$ cat src/pkg/via_pkg.sv
// via_pkg: constants for the vectored interrupt arbiter
// assumes one core clock domain and a plain register port
package via_pkg;
    // ------------------------------------------------------------------
    // sources and vectors
    // ------------------------------------------------------------------
    localparam int NUM_SRC = 13;
    localparam logic [15:0] ENTRY_ADDR = 16'h00FF;
    localparam logic [7:0] VEC_BASE = 8'hE0;
    localparam logic [7:0] VEC_TRAP = 8'hFE;
    localparam logic [7:0] VEC_DEFAULT = 8'hE0;
    localparam int ACK_CYCLES = 7;
    // ------------------------------------------------------------------
    // register map (byte offsets)
    // ------------------------------------------------------------------
    localparam logic [3:0] REG_ENABLE = 4'h0;
    localparam logic [3:0] REG_PENDING = 4'h4;
    localparam logic [3:0] REG_STATUS = 4'h8;
    localparam int ST_GIE_BIT = 0;
    localparam int ST_TRAP_BIT = 1;
    localparam int ST_ACK_BIT = 2;
    typedef enum logic [1:0]
    {
        VIA_IDLE = 2'b00,
        VIA_ACK = 2'b01
    } via_state_t;
endpackage : via_pkg

$ cat src/rtl/via_arbiter.sv
// via_arbiter: interrupt pending/enable, acknowledge sequencing and
// vector-select arbitration for the core.
// assumes core control strobes are synchronous to sys_clk_in.
//
// The placing of the registers and the plain strobed port were chosen for this implementation.
`timescale 1ns/10ps
module via_arbiter
    import via_pkg::*;
#(
    parameter int N_SRC = via_pkg::NUM_SRC
)
(
    // clock and reset
    input wire logic sys_clk_in,
    input wire logic rstn_in,
    // interrupt sources, one-cycle events, source index 0 ranks highest
    input wire logic [N_SRC-1:0] src_event_in,
    // core sequencer
    input wire logic instr_start_in,
    input wire logic instr_skip_in,
    input wire logic trap_opcode_in,
    input wire logic clear_trap_pending_instr_in,
    input wire logic return_from_interrupt_in,
    input wire logic vector_select_instr_in,
    input wire logic [15:0] vis_pc_in,
    input wire logic [15:0] ret_addr_in,
    input wire logic [15:0] pop_addr_in,
    input wire logic [7:0] vec_hi_byte_in,
    input wire logic [7:0] vec_lo_byte_in,
    input wire logic boot_rom_exec_in,
    // processor status word global enable write
    input wire logic psw_wr_in,
    input wire logic psw_gie_in,
    // register port
    input wire logic [3:0] reg_addr_in,
    input wire logic [31:0] reg_wdata_in,
    input wire logic reg_wr_in,
    input wire logic reg_rd_in,
    output logic [31:0] reg_rdata_out,
    // core outputs
    output logic ack_start_out,
    output logic ack_busy_out,
    output logic push_out,
    output logic [15:0] push_addr_out,
    output logic pc_load_out,
    output logic [15:0] pc_value_out,
    output logic [15:0] table_addr_out,
    output logic global_int_enable_out,
    output logic trap_pending_flag_out
);
    // ------------------------------------------------------------------
    // state
    // ------------------------------------------------------------------
    logic [N_SRC-1:0] enable_q;
    logic [N_SRC-1:0] pending_q;
    logic gie_q;
    logic trap_q;
    via_state_t state_q;
    logic [2:0] ack_cnt_q;
    logic [N_SRC-1:0] active;
    logic take;
    logic [7:0] vis_byte;
    logic [15:0] tbl_base;
    logic wr_en;
    logic wr_pend;

    localparam logic [2:0] ACK_LAST = 3'(ACK_CYCLES - 1);

    assign wr_en = reg_wr_in && (reg_addr_in == REG_ENABLE);
    assign wr_pend = reg_wr_in && (reg_addr_in == REG_PENDING);
    assign active = enable_q & pending_q;

    // ------------------------------------------------------------------
    // enables and pending flags
    // ------------------------------------------------------------------
    always_ff @(posedge sys_clk_in or negedge rstn_in)
    begin
        if (!rstn_in)
            enable_q <= '0;
        else if (wr_en)
            enable_q <= reg_wdata_in[N_SRC-1:0];
    end

    genvar gi;
    generate
        for (gi = 0; gi < N_SRC; gi++)
        begin : g_pend
            always_ff @(posedge sys_clk_in or negedge rstn_in)
            begin
                if (!rstn_in)
                    pending_q[gi] <= 1'b0;
                else if (src_event_in[gi])
                    pending_q[gi] <= 1'b1; // set beats clear
                else if (wr_pend)
                    pending_q[gi] <= reg_wdata_in[gi];
            end
        end
    endgenerate

    // ------------------------------------------------------------------
    // acknowledge decision
    // ------------------------------------------------------------------
    // boot ROM masks the request but not the global enable
    assign take = instr_start_in && !instr_skip_in && gie_q && !trap_q
        && !boot_rom_exec_in && (|active) && (state_q == VIA_IDLE)
        && !return_from_interrupt_in;

    always_ff @(posedge sys_clk_in or negedge rstn_in)
    begin
        if (!rstn_in)
            gie_q <= 1'b0;
        else if (take)
            gie_q <= 1'b0;
        else if (return_from_interrupt_in)
            gie_q <= 1'b1;
        else if (psw_wr_in)
            gie_q <= psw_gie_in;
    end

    always_ff @(posedge sys_clk_in or negedge rstn_in)
    begin
        if (!rstn_in)
            trap_q <= 1'b0;
        else if (trap_opcode_in)
            trap_q <= 1'b1;
        else if (clear_trap_pending_instr_in)
            trap_q <= 1'b0;
    end

    always_ff @(posedge sys_clk_in or negedge rstn_in)
    begin
        if (!rstn_in)
        begin
            state_q <= VIA_IDLE;
            ack_cnt_q <= 3'h0;
        end
        else
        begin
            case (state_q)
                VIA_IDLE:
                    if (take)
                    begin
                        state_q <= VIA_ACK;
                        ack_cnt_q <= 3'h1;
                    end
                VIA_ACK:
                    if (ack_cnt_q == ACK_LAST)
                        state_q <= VIA_IDLE;
                    else
                        ack_cnt_q <= ack_cnt_q + 3'h1;
                default:
                    state_q <= VIA_IDLE;
            endcase
        end
    end

    // ------------------------------------------------------------------
    // vector arbitration
    // ------------------------------------------------------------------
    // index 0 ranks highest; slot FA down to E0 with FC and F0 reserved
    function automatic logic [7:0] slot_of(input int idx);
        int s;
        begin
            s = (idx < 5) ? (8'hFA - 2 * idx) : (8'hEE - 2 * (idx - 5));
            slot_of = 8'(s);
        end
    endfunction : slot_of

    always_comb
    begin
        vis_byte = VEC_DEFAULT;
        for (int i = N_SRC - 1; i >= 0; i--)
            if (active[i])
                vis_byte = slot_of(i);
        if (trap_q)
            vis_byte = VEC_TRAP;
    end

    // last byte of a block points the table into the next block
    assign tbl_base = (vis_pc_in[7:0] == 8'hFF) ?
        (vis_pc_in + 16'h0100) : vis_pc_in;

    // ------------------------------------------------------------------
    // outputs to the core
    // ------------------------------------------------------------------
    always_ff @(posedge sys_clk_in or negedge rstn_in)
    begin
        if (!rstn_in)
        begin
            ack_start_out <= 1'b0;
            push_out <= 1'b0;
            push_addr_out <= 16'h0000;
            pc_load_out <= 1'b0;
            pc_value_out <= 16'h0000;
            table_addr_out <= 16'h0000;
        end
        else
        begin
            ack_start_out <= take;
            push_out <= take;
            pc_load_out <= 1'b0;
            if (take)
                push_addr_out <= ret_addr_in;
            if (state_q == VIA_ACK && ack_cnt_q == ACK_LAST)
            begin
                pc_load_out <= 1'b1;
                pc_value_out <= ENTRY_ADDR;
            end
            else if (return_from_interrupt_in)
            begin
                pc_load_out <= 1'b1;
                pc_value_out <= pop_addr_in;
            end
            else if (vector_select_instr_in)
            begin
                pc_load_out <= 1'b1;
                pc_value_out <= {1'b0, vec_hi_byte_in[6:0],
                    vec_lo_byte_in};
                table_addr_out <= {tbl_base[15:8], vis_byte};
            end
        end
    end

    assign ack_busy_out = (state_q == VIA_ACK);
    assign global_int_enable_out = gie_q;
    assign trap_pending_flag_out = trap_q;

    // ------------------------------------------------------------------
    // register read
    // ------------------------------------------------------------------
    always_ff @(posedge sys_clk_in or negedge rstn_in)
    begin
        if (!rstn_in)
            reg_rdata_out <= 32'h0000_0000;
        else if (!reg_rd_in)
            reg_rdata_out <= 32'h0000_0000;
        else if (reg_addr_in == REG_ENABLE)
            reg_rdata_out <= 32'(enable_q);
        else if (reg_addr_in == REG_PENDING)
            reg_rdata_out <= 32'(pending_q);
        else if (reg_addr_in == REG_STATUS)
            reg_rdata_out <= 32'({ack_busy_out, trap_q, gie_q});
        else
            reg_rdata_out <= 32'h0000_0000;
    end
endmodule : via_arbiter

$ cat config.mk
export PLATFORM = sky130hd
export DESIGN_NAME = via_arbiter
export DESIGN_NICKNAME = d
export VERILOG_FILES = /design/src/pkg/via_pkg.sv /design/src/rtl/via_arbiter.sv
export SDC_FILE = /design/constraint.sdc
export NUM_CORES = 1
export LEC_CHECK = 0
export ABC_AREA = 1
export BUFFER_PORTS_ARGS = -buffer_cell sky130_fd_sc_hd__buf_2
export CORE_MARGIN = 4
export CORE_UTILIZATION = 23
export DETAILED_ROUTE_END_ITERATION = 16
export GPL_TIMING_DRIVEN = 0
export HOLD_SLACK_MARGIN = 0.15
export PLACE_DENSITY = 0.44
export SYNTH_ARGS = -nofsm -noshare
export SYNTH_HDL_FRONTEND = slang
export SYNTH_SLANG_ARGS = --single-unit
export TNS_END_PERCENT = 20
$ cat constraint.sdc
create_clock -name sys_clk_in -period 1.5 [get_ports sys_clk_in]
set_input_delay 0.225 -clock sys_clk_in [delete_from_list [all_inputs] [get_ports sys_clk_in]]
set_output_delay 0.225 -clock sys_clk_in [all_outputs]
set_load 0.01 [all_outputs]
Word level (Yosys, flattened, before mapping)
Index checks and enable logic that the tools add are counted. Widths: inputs -> output; s select.

Bits in registers: 115. Output and inout port bits: 86.

$add $sub $neg: 2. Eq/ne operators: 8. Multiplexer cells: 61. Bitwise logic cells: 3. Reduce and logical (&&, ||, !) cells: 37.

Operator list (count): $mux 8 (12); $mux 16 (4); $mux 13 (3); $mux 1 (34); $reduce_bool 2->1 (15); $add 16x9->16 const B (1); $and 13x13->13 (1); $reduce_or 13->1 (1); $logic_and 1x1->1 (10); $mux 3 (3); $eq 8x8->1 const B (1); $mux 2 (3); $pmux 3 s2 (1); $reduce_and 3->1 (2); $reduce_bool 3->1 (2); $eq 4x3->1 const B (1); $eq 4x4->1 const B (1); $logic_not 1->1 (4); $logic_not 4->1 (1); $ne 2x2->1 const B (2); $pmux 2 s2 (1); $add 3x1->3 const B (1); $eq 3x3->1 const B (1); $eq 2x1->1 const B (1); other kinds (4) (5).

Logic depth before layout (Yosys ltp)
Gate-level depths: netlist of the first run.

Depth after elaboration: 14. Depth in mapped cells: 10.

Least setup slack after synthesis of the first run
OpenSTA, ideal clock, no wires.

Kind: register to register. Start: register ack_cnt_q[0]. End: register pc_value_out[7]. Setup time: 147 ps. Arrival time: 1292 ps. Path slack: 61 ps. Stages on the path, launching flop included: 7. Buffers on the path: 2. Cells stage by stage: dfrtp_1 -> inv_1 -> ha_1 -> nand3_1 -> buf_2 -> buf_1 -> a41oi_1.

Longest elaborated chain between the ends: 3.

RTL lines: from (decl) (line via_arbiter.sv:59) `logic [2:0] ack_cnt_q;`; from (signal assigned) (line via_arbiter.sv:150) `ack_cnt_q <= ack_cnt_q + 3'h1;`; $eq 3x3->1 (*) (line via_arbiter.sv:204) `if (state_q == VIA_ACK && ack_cnt_q == ACK_LAST)`; $logic_and 1x1->1 (*) (line via_arbiter.sv:204); $reduce_bool 3->1 (no line) / $mux 16 (equally long branches); to (signal assigned) (line via_arbiter.sv:212) `pc_value_out <= pop_addr_in;`; to (signal assigned) (line via_arbiter.sv:217) `pc_value_out <= {1'b0, vec_hi_byte_in[6:0],`; to (decl) (line via_arbiter.sv:46) `output logic [15:0] pc_value_out,`.

Mark *: on every way between the ends. The rest lies on a longest branch, timed or not. A chain may end at the register's enable or synchronous reset.

Final worst setup path of the first run
Start: register pending_q[4]. End: register push_addr_out[11].

Longest elaborated chain between the ends: 5.

RTL lines: from (decl) (line via_arbiter.sv:55) `logic [N_SRC-1:0] pending_q;`; from (signal, indexed assignment) (line via_arbiter.sv:95) `pending_q[gi] <= reg_wdata_in[gi];`; $and 13x13->13 (line via_arbiter.sv:71) `assign active = enable_q & pending_q;`; $reduce_or 13->1 (line via_arbiter.sv:105) `&& !boot_rom_exec_in && (|active) && (state_q == VIA_IDLE)`; $logic_and 1x1->1 (2 in series) (line via_arbiter.sv:105); $logic_and 1x1->1 (line via_arbiter.sv:106) `&& !return_from_interrupt_in;`; named net take (line via_arbiter.sv:61) `logic take;`; to (signal assigned) (line via_arbiter.sv:203) `push_addr_out <= ret_addr_in;`; to (decl) (line via_arbiter.sv:44) `output logic [15:0] push_addr_out,`.

The timed path passes the listed nets, and every way through them passes these cells.

==> metrics, run 1 <==
maximum cell stage delay along the critical path=approximately 410 ps; Buf/Inv on CP=2; share of final-layout standard cells stronger than drive strength 1=34.0%; most area-hungry cell type in the Yosys netlist=sky130_fd_sc_hd__dfrtp_1; main flop type after synthesis=sky130_fd_sc_hd__dfrtp_1; r2r setup slk=60 ps; maxcap violations=0; setup violators final=0; aggregate global routing overflow=0; # placed instances=990; layout overhead on the synthesized area=50.9%; DRT Pass-1 Iters=4; worst reg2reg path depth=9; flip-flop and latch count after synthesis=slightly above 90; Hold Path End=pc_value_out[4]; Post-Syn Instances=540; sum of met3 wire segment lengths after detailed routing=roughly 850 um; wire length reported by the detailed router=approximately 15000 um; post-route clock skew=6.96 ps; Worst Slack Setup Final=59.7 ps; placeable core region=around 0.019 mm2; critical path class=reg2reg; Crit path required time=1740 ps; delay-heaviest family, CP=simple AND/OR/NAND/NOR gates; static leakage=between 3 and 4 nW; share of the yosys chip area belonging to registers=51.5%; worst slack at placement=-262 ps; root buf cell=sky130_fd_sc_hd__clkbuf_16; fraction of post-synthesis cell area in the top cell type by area=51.5%; Placement Rows=50; global-route wire length before repair=23400 um; Global Route Usage Sum=13.5%; via count=4447; Data arrival, critical path=1680 ps; post-route core utilization=between 30% and 40%; maximum number of buffers from clock root to sink=2; reg-to-reg critical path endpoint=push_addr_out[11]; final RePlAce weighted congestion=just over 0.8; total number of clock tree sinks=92; leading cell types by count after synthesis=193 x sky130_fd_sc_hd__nand2_1, 92 x sky130_fd_sc_hd__dfrtp_1, 37 x sky130_fd_sc_hd__a21oi_1, 37 x sky130_fd_sc_hd__nor2_1, 34 x sky130_fd_sc_hd__nand3_1; TritonCTS clock tree=built; area of the die=between 0.02 and 0.025 mm2; Initial Utilization=between 20% and 30%; pin count of the biggest net entering global routing=54; slew of the pin with the lowest slew margin=617 ps; sequence of cells on the critical path=nand2_1 > nand2_2 > nor3_2 > nand2_2 > nand2_4 > inv_8 > buf_8 > nand2_1 > nand2_1; H-tree levels=3; final net count=926; die span in x=147 um; Yosys warning count=0; Synth area leaders=sky130_fd_sc_hd__dfrtp_1 52%, sky130_fd_sc_hd__nand2_1 16%, sky130_fd_sc_hd__buf_4 4.5%; Post-Route M1 WL=~6800 um; run status=finished clean; final worst path period share=96.0%; most common cell in the synthesized netlist=sky130_fd_sc_hd__nand2_1; highest routed layer=met4; routed via count divided by cell count=4.20; antenna diode count=0; routed wl met2=just under 7000 um; count of port buffers added during placement=170; final count of pins violating max slew=0; critical path's most frequent cell=sky130_fd_sc_hd__nand2_1; Cells on Worst Hold Path=3; Final Non-Filler Cells=approximately 1.1k; min-delay src=vec_lo_byte_in[4]; launch instance of the worst register-to-register path=pending_q[4]; clock buffer count from CTS=9; number of top-level design ports=212; register area=0.00230 mm2; setup repair after global routing missed its margin=true; Detailed Place HPWL=roughly 11000 um; minimum period implied by the final worst setup slack=1440 ps; post-detailed-route DRC marker count=0; maximum clock frequency=between 600 and 700 MHz; Mean Syn Cell Area=8.27 um2; area of combinational cells with multiple inputs=0.00197 mm2; Cell Area, Synth=0.00447 mm2; total count of hold-check failures in the final report=0; share of flip-flops with an asynchronous set or reset=between 90% and 100%; peak supply drop=between 0.4 and 0.5 mV; Slew headroom=58.8%; power density normalized to cell area=1020 mW/mm2; element type at the critical path start=flip-flop; post-synthesis cell type count=37; number of violations reported at the end of detailed-routing iteration 0=197; via count of the first global-routing pass=4484; Setup crit end kind=flip-flop; clock transition time at the flip-flop clock pins of the worst setup and hold paths=60 ps; wire length per cell=roughly 14 um; antenna violations before repair=0; clock latency on the worst-skew pair=340 ps; # fillers=~2.0k; worst min path class=in2reg; Vert. Die Dim=147 um; Post-synth EDFFs=0; CP Max Fanout=10; post-detailed-route count of antenna-violating nets=0; Worst path slowest cell=sky130_fd_sc_hd__dfrtp_1
[how the worst max path moves through the flow]
stage | startpoint | endpoint | slack (ps) | cells after the start
floorplan | ack_cnt_q[0] | pc_value_out[7] | 60 | 6
global placement | rstn_in | pc_load_out | -870 | 1
detailed placement | ack_cnt_q[0] | pc_value_out[10] | -260 | 7
CTS | ack_cnt_q[0] | pc_value_out[14] | -30 | 6
global route | enable_q[1] | push_addr_out[6] | -40 | 9
finish | pending_q[4] | push_addr_out[11] | 60 | 9
[logic make-up (layout without fill, tap and decap cells)]
| logic type | count (synthesis) | in the layout | synth area share, % |
|---|---|---|---|
| AOI/OAI and AO/OA | 86 | 86 | 11.4 |
| xor gates and xnor gates | 3 | 3 | 0.588 |
| adders and majority gates | 3 | 3 | 0.840 |
| buffers and inverters | 73 | 314 | 9.30 |
| DFF | 92 | 92 | 51.5 |
| other | 1 | 20 | 0.0839 |
| and+or+nand+nor | 282 | 282 | 26.2 |
[through the flow]
| step | TNS, ps | cell area, um2 | hold WS (ps) | total power [mW] |
|---|---|---|---|---|
| global placement | -88450 | 5720 | 410 | 4.57 |
| finish | 0 | 6740 | 171 | 6.85 |
| floorplan | 0 | 4540 | -70.6 | 3.90 |
| detailed placement | -8160 | 5750 | 255 | 4.59 |
| global route | -200 | 6740 | 171 | 7.30 |
| CTS | -71.2 | 6540 | 157 | 6.85 |
[report_power, final]
part	internal, mW	switching [mW]
Clock	1.14	0.939
Sequential	2.82	0.240
Combinational	0.769	0.933
Total	4.74	2.11
[layout make-up]
| type | instances | area share [%] |
|---|---|---|
| buffer | 41 | 4.49 |
| clock buffer | 11 | 3.60 |
| clock inverter | 3 | 0.223 |
| inverter | 31 | 2.04 |
| multi-input combinational | 394 | 29.3 |
| sequential | 92 | 34.1 |
| tap | 260 | 4.83 |
| timing repair buffer | 228 | 21.4 |
[sequential cells by signal, indices dropped and copies added (netlist names)]
name                   flops
ack_cnt_q                  3
enable_q                  13
global_int_enable_out      1
pc_load_out                1
pc_value_out              16
pending_q                 13
push_addr_out             16
push_out                   1
reg_rdata_out             13
state_q                    1
table_addr_out            13
trap_pending_flag_out      1
[placed cells by master (no fill, tap or decap), types with 4 or more instances in the layout]
| cell type | instances |
|---|---|
| sky130_fd_sc_hd__nand2_1 | 184 |
| sky130_fd_sc_hd__buf_2 | 177 |
| sky130_fd_sc_hd__dfrtp_1 | 92 |
| sky130_fd_sc_hd__dlygate4sd3_1 | 49 |
| sky130_fd_sc_hd__a21oi_1 | 37 |
| sky130_fd_sc_hd__nor2_1 | 35 |
| sky130_fd_sc_hd__buf_4 | 33 |
| sky130_fd_sc_hd__nand3_1 | 32 |
| sky130_fd_sc_hd__o21ai_0 | 25 |
| sky130_fd_sc_hd__inv_1 | 22 |
| sky130_fd_sc_hd__conb_1 | 20 |
| sky130_fd_sc_hd__nand2_2 | 9 |
| sky130_fd_sc_hd__clkbuf_16 | 9 |
| sky130_fd_sc_hd__a41oi_1 | 8 |
| sky130_fd_sc_hd__nand4_1 | 5 |
| sky130_fd_sc_hd__o41ai_2 | 5 |
| sky130_fd_sc_hd__clkbuf_1 | 4 |
| sky130_fd_sc_hd__o21a_1 | 4 |
| sky130_fd_sc_hd__or2_2 | 4 |
[routing by layer]
metal  global-route usage, %  vias up
met5                       0        -
met4                    4.61        0
met3                    3.00       15
met2                    22.0      135
met1                    17.9     2064
li1                        -     2233
[worst register-to-register path: stages, from the launching register on]
cell                      delay [ps]
sky130_fd_sc_hd__dfrtp_1         410
sky130_fd_sc_hd__nand2_1         120
sky130_fd_sc_hd__nand2_2          80
sky130_fd_sc_hd__nor3_2          200
sky130_fd_sc_hd__nand2_2         100
sky130_fd_sc_hd__nand2_4         130
sky130_fd_sc_hd__inv_8            60
sky130_fd_sc_hd__buf_8           140
sky130_fd_sc_hd__nand2_1          60
sky130_fd_sc_hd__nand2_1          50
[repair_timing]
action,4_1_cts,5_1_grt
pin swaps,3,5
gates resized for setup,11,32
gates cloned,0,0
endpoints found under the hold margin,80,0
setup buffers,2,6
endpoints found under the setup margin,42,40
hold buffers,49,0
Note: power is estimated with default switching activity, not from simulation.
==> run 2: changes to the inputs <==
- MAX_ROUTING_LAYER: not set -> met4
- REMOVE_ABC_BUFFERS: not set -> 1
==> metrics, run 2 (synthesis gave the netlist of run 1 again) <==
run status=finished, violations left; failing checks=negative setup slack; aggregate global routing overflow=0; Final Total Pwr=7.34 mW; final count of pins violating max slew=0; layout overhead on the synthesized area=47.2%; Placement Rows=50; Slew headroom=62.8%; total number of clock tree sinks=92; post-detailed-route count of antenna-violating nets=0; maximum clock frequency=664 MHz; worst slack at placement=-1060 ps; Detailed Place HPWL=10000 um; TritonCTS clock tree=built; Data arrival, critical path=approximately 1800 ps; slew of the pin with the lowest slew margin=557 ps; post-route clock skew=9.11 ps; routed via count divided by cell count=around 4.2; maxcap violations=0; clock buffer count from CTS=9; most common cell after layout, fill and taps aside=sky130_fd_sc_hd__nand2_1; wire length reported by the detailed router=14900 um; Worst Slack Setup Final=-6.44 ps; sequence of cells on the critical path=ha_4 > nand3_4 > buf_6 > clkinvlp_4 > buf_4 > o41ai_2; element type at the critical path start=flip-flop; Vert. Die Dim=147 um; CP Max Fanout=6; Global Route Usage Sum=14.5%; clock latency on the worst-skew pair=350 ps; setup violators final=1; area of combinational cells with multiple inputs=0.00197 mm2; number of top-level design ports=roughly 210; maximum cell stage delay along the critical path=430 ps; wire length per cell=around 15 um; Worst path slowest cell=sky130_fd_sc_hd__dfrtp_1; maximum number of buffers from clock root to sink=2; worst hold-check slack=between 150 and 200 ps; root buf cell=sky130_fd_sc_hd__clkbuf_16; pin count of the biggest net entering global routing=between 60 and 70; Crit path required time=1750 ps; global-route wire length before repair=24400 um; register area=0.00230 mm2; power density normalized to cell area=1120 mW/mm2; via count of the first global-routing pass=4570; count of port buffers added during placement=171; Initial Utilization=between 20% and 30%; number of violations reported at the end of detailed-routing iteration 0=166; final net count=892; registers with the most flip-flops=pc_value_out (16), push_addr_out (16); final worst path period share=100%; sum of negative setup slack=-6.44 ps; total count of hold-check failures in the final report=0; via count=approximately 4.4k; peak supply drop=0.487 mV; H-tree levels=3; share of final-layout standard cells stronger than drive strength 1=31.8%; worst min path class=in2reg; die span in x=147 um; minimum period implied by the final worst setup slack=1510 ps; post-detailed-route DRC marker count=0; Setup crit end kind=flip-flop; antenna diode count=0; clock transition time at the flip-flop clock pins of the worst setup and hold paths=70 ps; # fillers=between 2k and 2.5k; DRT Pass-1 Iters=5; static leakage=~3.3 nW; placeable core region=between 0.015 and 0.02 mm2; final RePlAce weighted congestion=around 0.80; setup repair after global routing missed its margin=true; antenna violations before repair=0; critical path class=reg2reg; area of the die=0.0217 mm2; leading cell types in the layout, fill and taps excluded=188 x sky130_fd_sc_hd__nand2_1, 170 x sky130_fd_sc_hd__buf_2, 90 x sky130_fd_sc_hd__dfrtp_1
run 2: cell count changes in the layout (fill, tap and decap cells not counted), moves of 3 or more:
cell,change
sky130_fd_sc_hd__buf_2,-7
sky130_fd_sc_hd__buf_4,-20
sky130_fd_sc_hd__clkbuf_1,-3
sky130_fd_sc_hd__nand2_1,+4
sky130_fd_sc_hd__nand2_2,-4
sky130_fd_sc_hd__nor2_2,-3
run 2: what timing repair did:
item	4_1_cts	5_1_grt
gates resized for setup	18	22
endpoints found under the hold margin	76	0
pin swaps	1	5
endpoints found under the setup margin	90	52
hold buffers	47	0
setup buffers	5	10
gates cloned	1	0
run 2: path summary, 6_finish.rpt:
kind / endpoint / slack, ps / depth (start not counted) / from
worst min-delay path: pc_value_out[3] / 170 / 3 / vec_lo_byte_in[3]
worst max-delay path: pc_value_out[9] / -6 / 6 / ack_cnt_q[1]
worst max register to register: pc_value_out[9] / -6 / 6 / ack_cnt_q[1]
max in group asynchronous: state_q[0] / 450 / 3 / rstn_in
min in group asynchronous: table_addr_out[7] / 370 / 2 / rstn_in
worst min register to register: push_addr_out[15] / 480 / 2 / push_addr_out[15]
run 2: metrics by stage:
step,cell area (um2),cells,utilization (%)
finish,6580,1028,34.8
global route,6580,1028,34.8
CTS,6380,1018,33.8
detailed placement,5460,949,28.9
global placement,5430,948,28.7
floorplan,4250,517,-
run 2: critical path, delay by kind of cell, from the launching register on:
kind	cells	cell delay, ps
buffers and inverters	3	470
DFF	1	430
adders and majority gates	1	200
AOI/OAI and AO/OA	1	200
and+or+nand+nor	1	120
run 2: report_power, final:
group | internal [mW] | switching [mW] | total (mW) | leakage, nW
clock network | 1.52 | 1.04 | 2.55 | 0.158
logic | 0.759 | 0.948 | 1.71 | 2.05
registers | 2.82 | 0.256 | 3.08 | 1.09
run 2: final cells by class:
type	instances	area share [%]
sequential	92	35.0
multi-input combinational	395	30.0
timing repair buffer	234	22.8
tap	260	4.95
clock buffer	11	3.69
inverter	31	2.26
clock inverter	5	1.27
run 2: metal layers:
| layer | vias up | track usage (%) | part of all wire, % |
|---|---|---|---|
| li1 | 2169 | - | - |
| met1 | 2045 | 18.1 | 46 |
| met2 | 137 | 23.9 | 48 |
| met3 | 13 | 3.68 | 5.5 |
| met4 | 0 | 2.94 | 1.0 |
| met5 | - | - | 0 |
==> run 3: changes to the inputs <==
- SETUP_SLACK_MARGIN: not set -> 0.2
==> metrics, run 3 (synthesis gave the netlist of run 1 again) <==
number of violations reported at the end of detailed-routing iteration 0=around 170; Crit path required time=1740 ps; via count=4513; worst slack at placement=-1060 ps; most common cell after layout, fill and taps aside=sky130_fd_sc_hd__buf_2; die span in x=about 150 um; registers with the most flip-flops=pc_value_out (16), push_addr_out (16); final count of pins violating max slew=0; share of final-layout standard cells stronger than drive strength 1=between 30% and 40%; clock transition time at the flip-flop clock pins of the worst setup and hold paths=about 70 ps; setup repair after global routing missed its margin=true; worst reg2reg path depth=7; DRT Pass-1 Iters=4; Vert. Die Dim=about 150 um; H-tree levels=3; power density normalized to cell area=1080 mW/mm2; TritonCTS clock tree=built; worst hold-check slack=165 ps; Worst Slack Setup Final=73.3 ps; maxcap violations=0; root buf cell=sky130_fd_sc_hd__clkbuf_16; area of the die=0.0217 mm2; area of all placed cells without fillers=0.00699 mm2; launch instance of the worst register-to-register path=ack_cnt_q[0]; r2r setup slk=between 70 and 80 ps; critical path class=reg2reg; via count of the first global-routing pass=4702; element type at the critical path start=flip-flop; total number of clock tree sinks=92; peak supply drop=0.487 mV; Hold Path End=pc_value_out[2]; Slew headroom=60.3%; Detailed Place HPWL=~10000 um; Cells on Worst Hold Path=3; final net count=908; minimum period implied by the final worst setup slack=1430 ps; final worst path period share=95.1%; post-detailed-route DRC marker count=0; final RePlAce weighted congestion=0.801; Initial Utilization=23.6%; antenna violations before repair=0; Final Non-Filler Cells=1044; maximum number of buffers from clock root to sink=2; CP Max Fanout=5; slew of the pin with the lowest slew margin=594 ps; placeable core region=0.0189 mm2; clock buffer count from CTS=9; Setup crit end kind=flip-flop; aggregate global routing overflow=0; worst min path class=in2reg; maximum clock frequency=701 MHz; setup violators final=0; Placement Rows=50; global-route wire length before repair=25500 um; instance area after placement=roughly 0.0055 mm2; wire length reported by the detailed router=15700 um; antenna diode count=0; Global Route Usage Sum=15.1%; # placed instances=approximately 950; wire length per cell=15.1 um; leading cell types in the layout, fill and taps excluded=168 x sky130_fd_sc_hd__buf_2, 159 x sky130_fd_sc_hd__nand2_1, 90 x sky130_fd_sc_hd__dfrtp_1; static leakage=3.44 nW; post-route clock skew=between 7 and 8 ps; pin count of the biggest net entering global routing=64; routed via count divided by cell count=4.32; sum of negative setup slack=0 ps; count of port buffers added during placement=171; layout overhead on the synthesized area=56.5%; number of top-level design ports=212; run status=finished clean; reg-to-reg critical path endpoint=table_addr_out[7]; post-detailed-route count of antenna-violating nets=0; total count of hold-check failures in the final report=0; min-delay src=vec_lo_byte_in[2]; Data arrival, critical path=1660 ps; clock latency on the worst-skew pair=350 ps
run 3: cell types whose count changed in the layout (fill, tap and decap cells not counted), sizes merged:
cell      delta
clkinv       -1
clkinvlp     +1
inv          +4
nand2        +3
buf          +9
run 3: what timing repair did:
| item | 4_1_cts | 5_1_grt |
|---|---|---|
| gates cloned | 8 | 0 |
| pin swaps | 9 | 26 |
| gates resized for setup | 50 | 71 |
| hold buffers | 47 | 0 |
| setup endpoints to repair | 91 | 91 |
| hold endpoints to repair | 76 | 0 |
| buffers inserted | 17 | 7 |
run 3: how the worst max path moves through the flow:
stage / startpoint / to / cells past startpoint
finish: ack_cnt_q[0] / table_addr_out[7] / 7
detailed placement: reg_addr_in[3] / pending_q[0] / 6
global route: ack_cnt_q[0] / pc_value_out[11] / 6
global placement: ack_cnt_q[0] / table_addr_out[1] / 8
floorplan: ack_cnt_q[0] / table_addr_out[1] / 8
CTS: trap_pending_flag_out / ack_cnt_q[1] / 7
run 3: critical path: stages (launching register included):
cell	delay [ps]
sky130_fd_sc_hd__dfrtp_1	390
sky130_fd_sc_hd__inv_2	80
sky130_fd_sc_hd__ha_4	150
sky130_fd_sc_hd__nand3_4	120
sky130_fd_sc_hd__nand3_4	170
sky130_fd_sc_hd__inv_8	60
sky130_fd_sc_hd__buf_6	110
sky130_fd_sc_hd__or2_4	230
run 3: where the power goes:
| part | internal (mW) | switching, mW | total [mW] |
|---|---|---|---|
| combinational | 0.872 | 1.05 | 1.92 |
| clock | 1.52 | 1.03 | 2.55 |
| sequential | 2.82 | 0.265 | 3.09 |
| total | 5.21 | 2.35 | 7.56 |
run 3: area by class of cell:
class	count	area, um2
Sequential cell	92	2300
Multi-Input combinational cell	398	2220
Tap cell	260	325
Inverter	31	160
Fill cell	2006	11900
Timing Repair inverter	4	42.5
Clock buffer	11	243
Clock inverter	5	83.8
Timing Repair Buffer	243	1610
run 3: layer usage:
layer | share of wire (%) | global-route usage, %
met4 | 0.94 | 2.94
met3 | 5.0 | 3.74
met2 | 48 | 25.2
met5 | 0 | -
met1 | 46 | 18.9
run 3: through the flow:
stage	power (mW)	util, %
finish	7.56	37.0
global route	8.07	37.0
CTS	7.50	35.4
detailed placement	4.52	28.9
global placement	4.50	28.7
floorplan	3.83	-
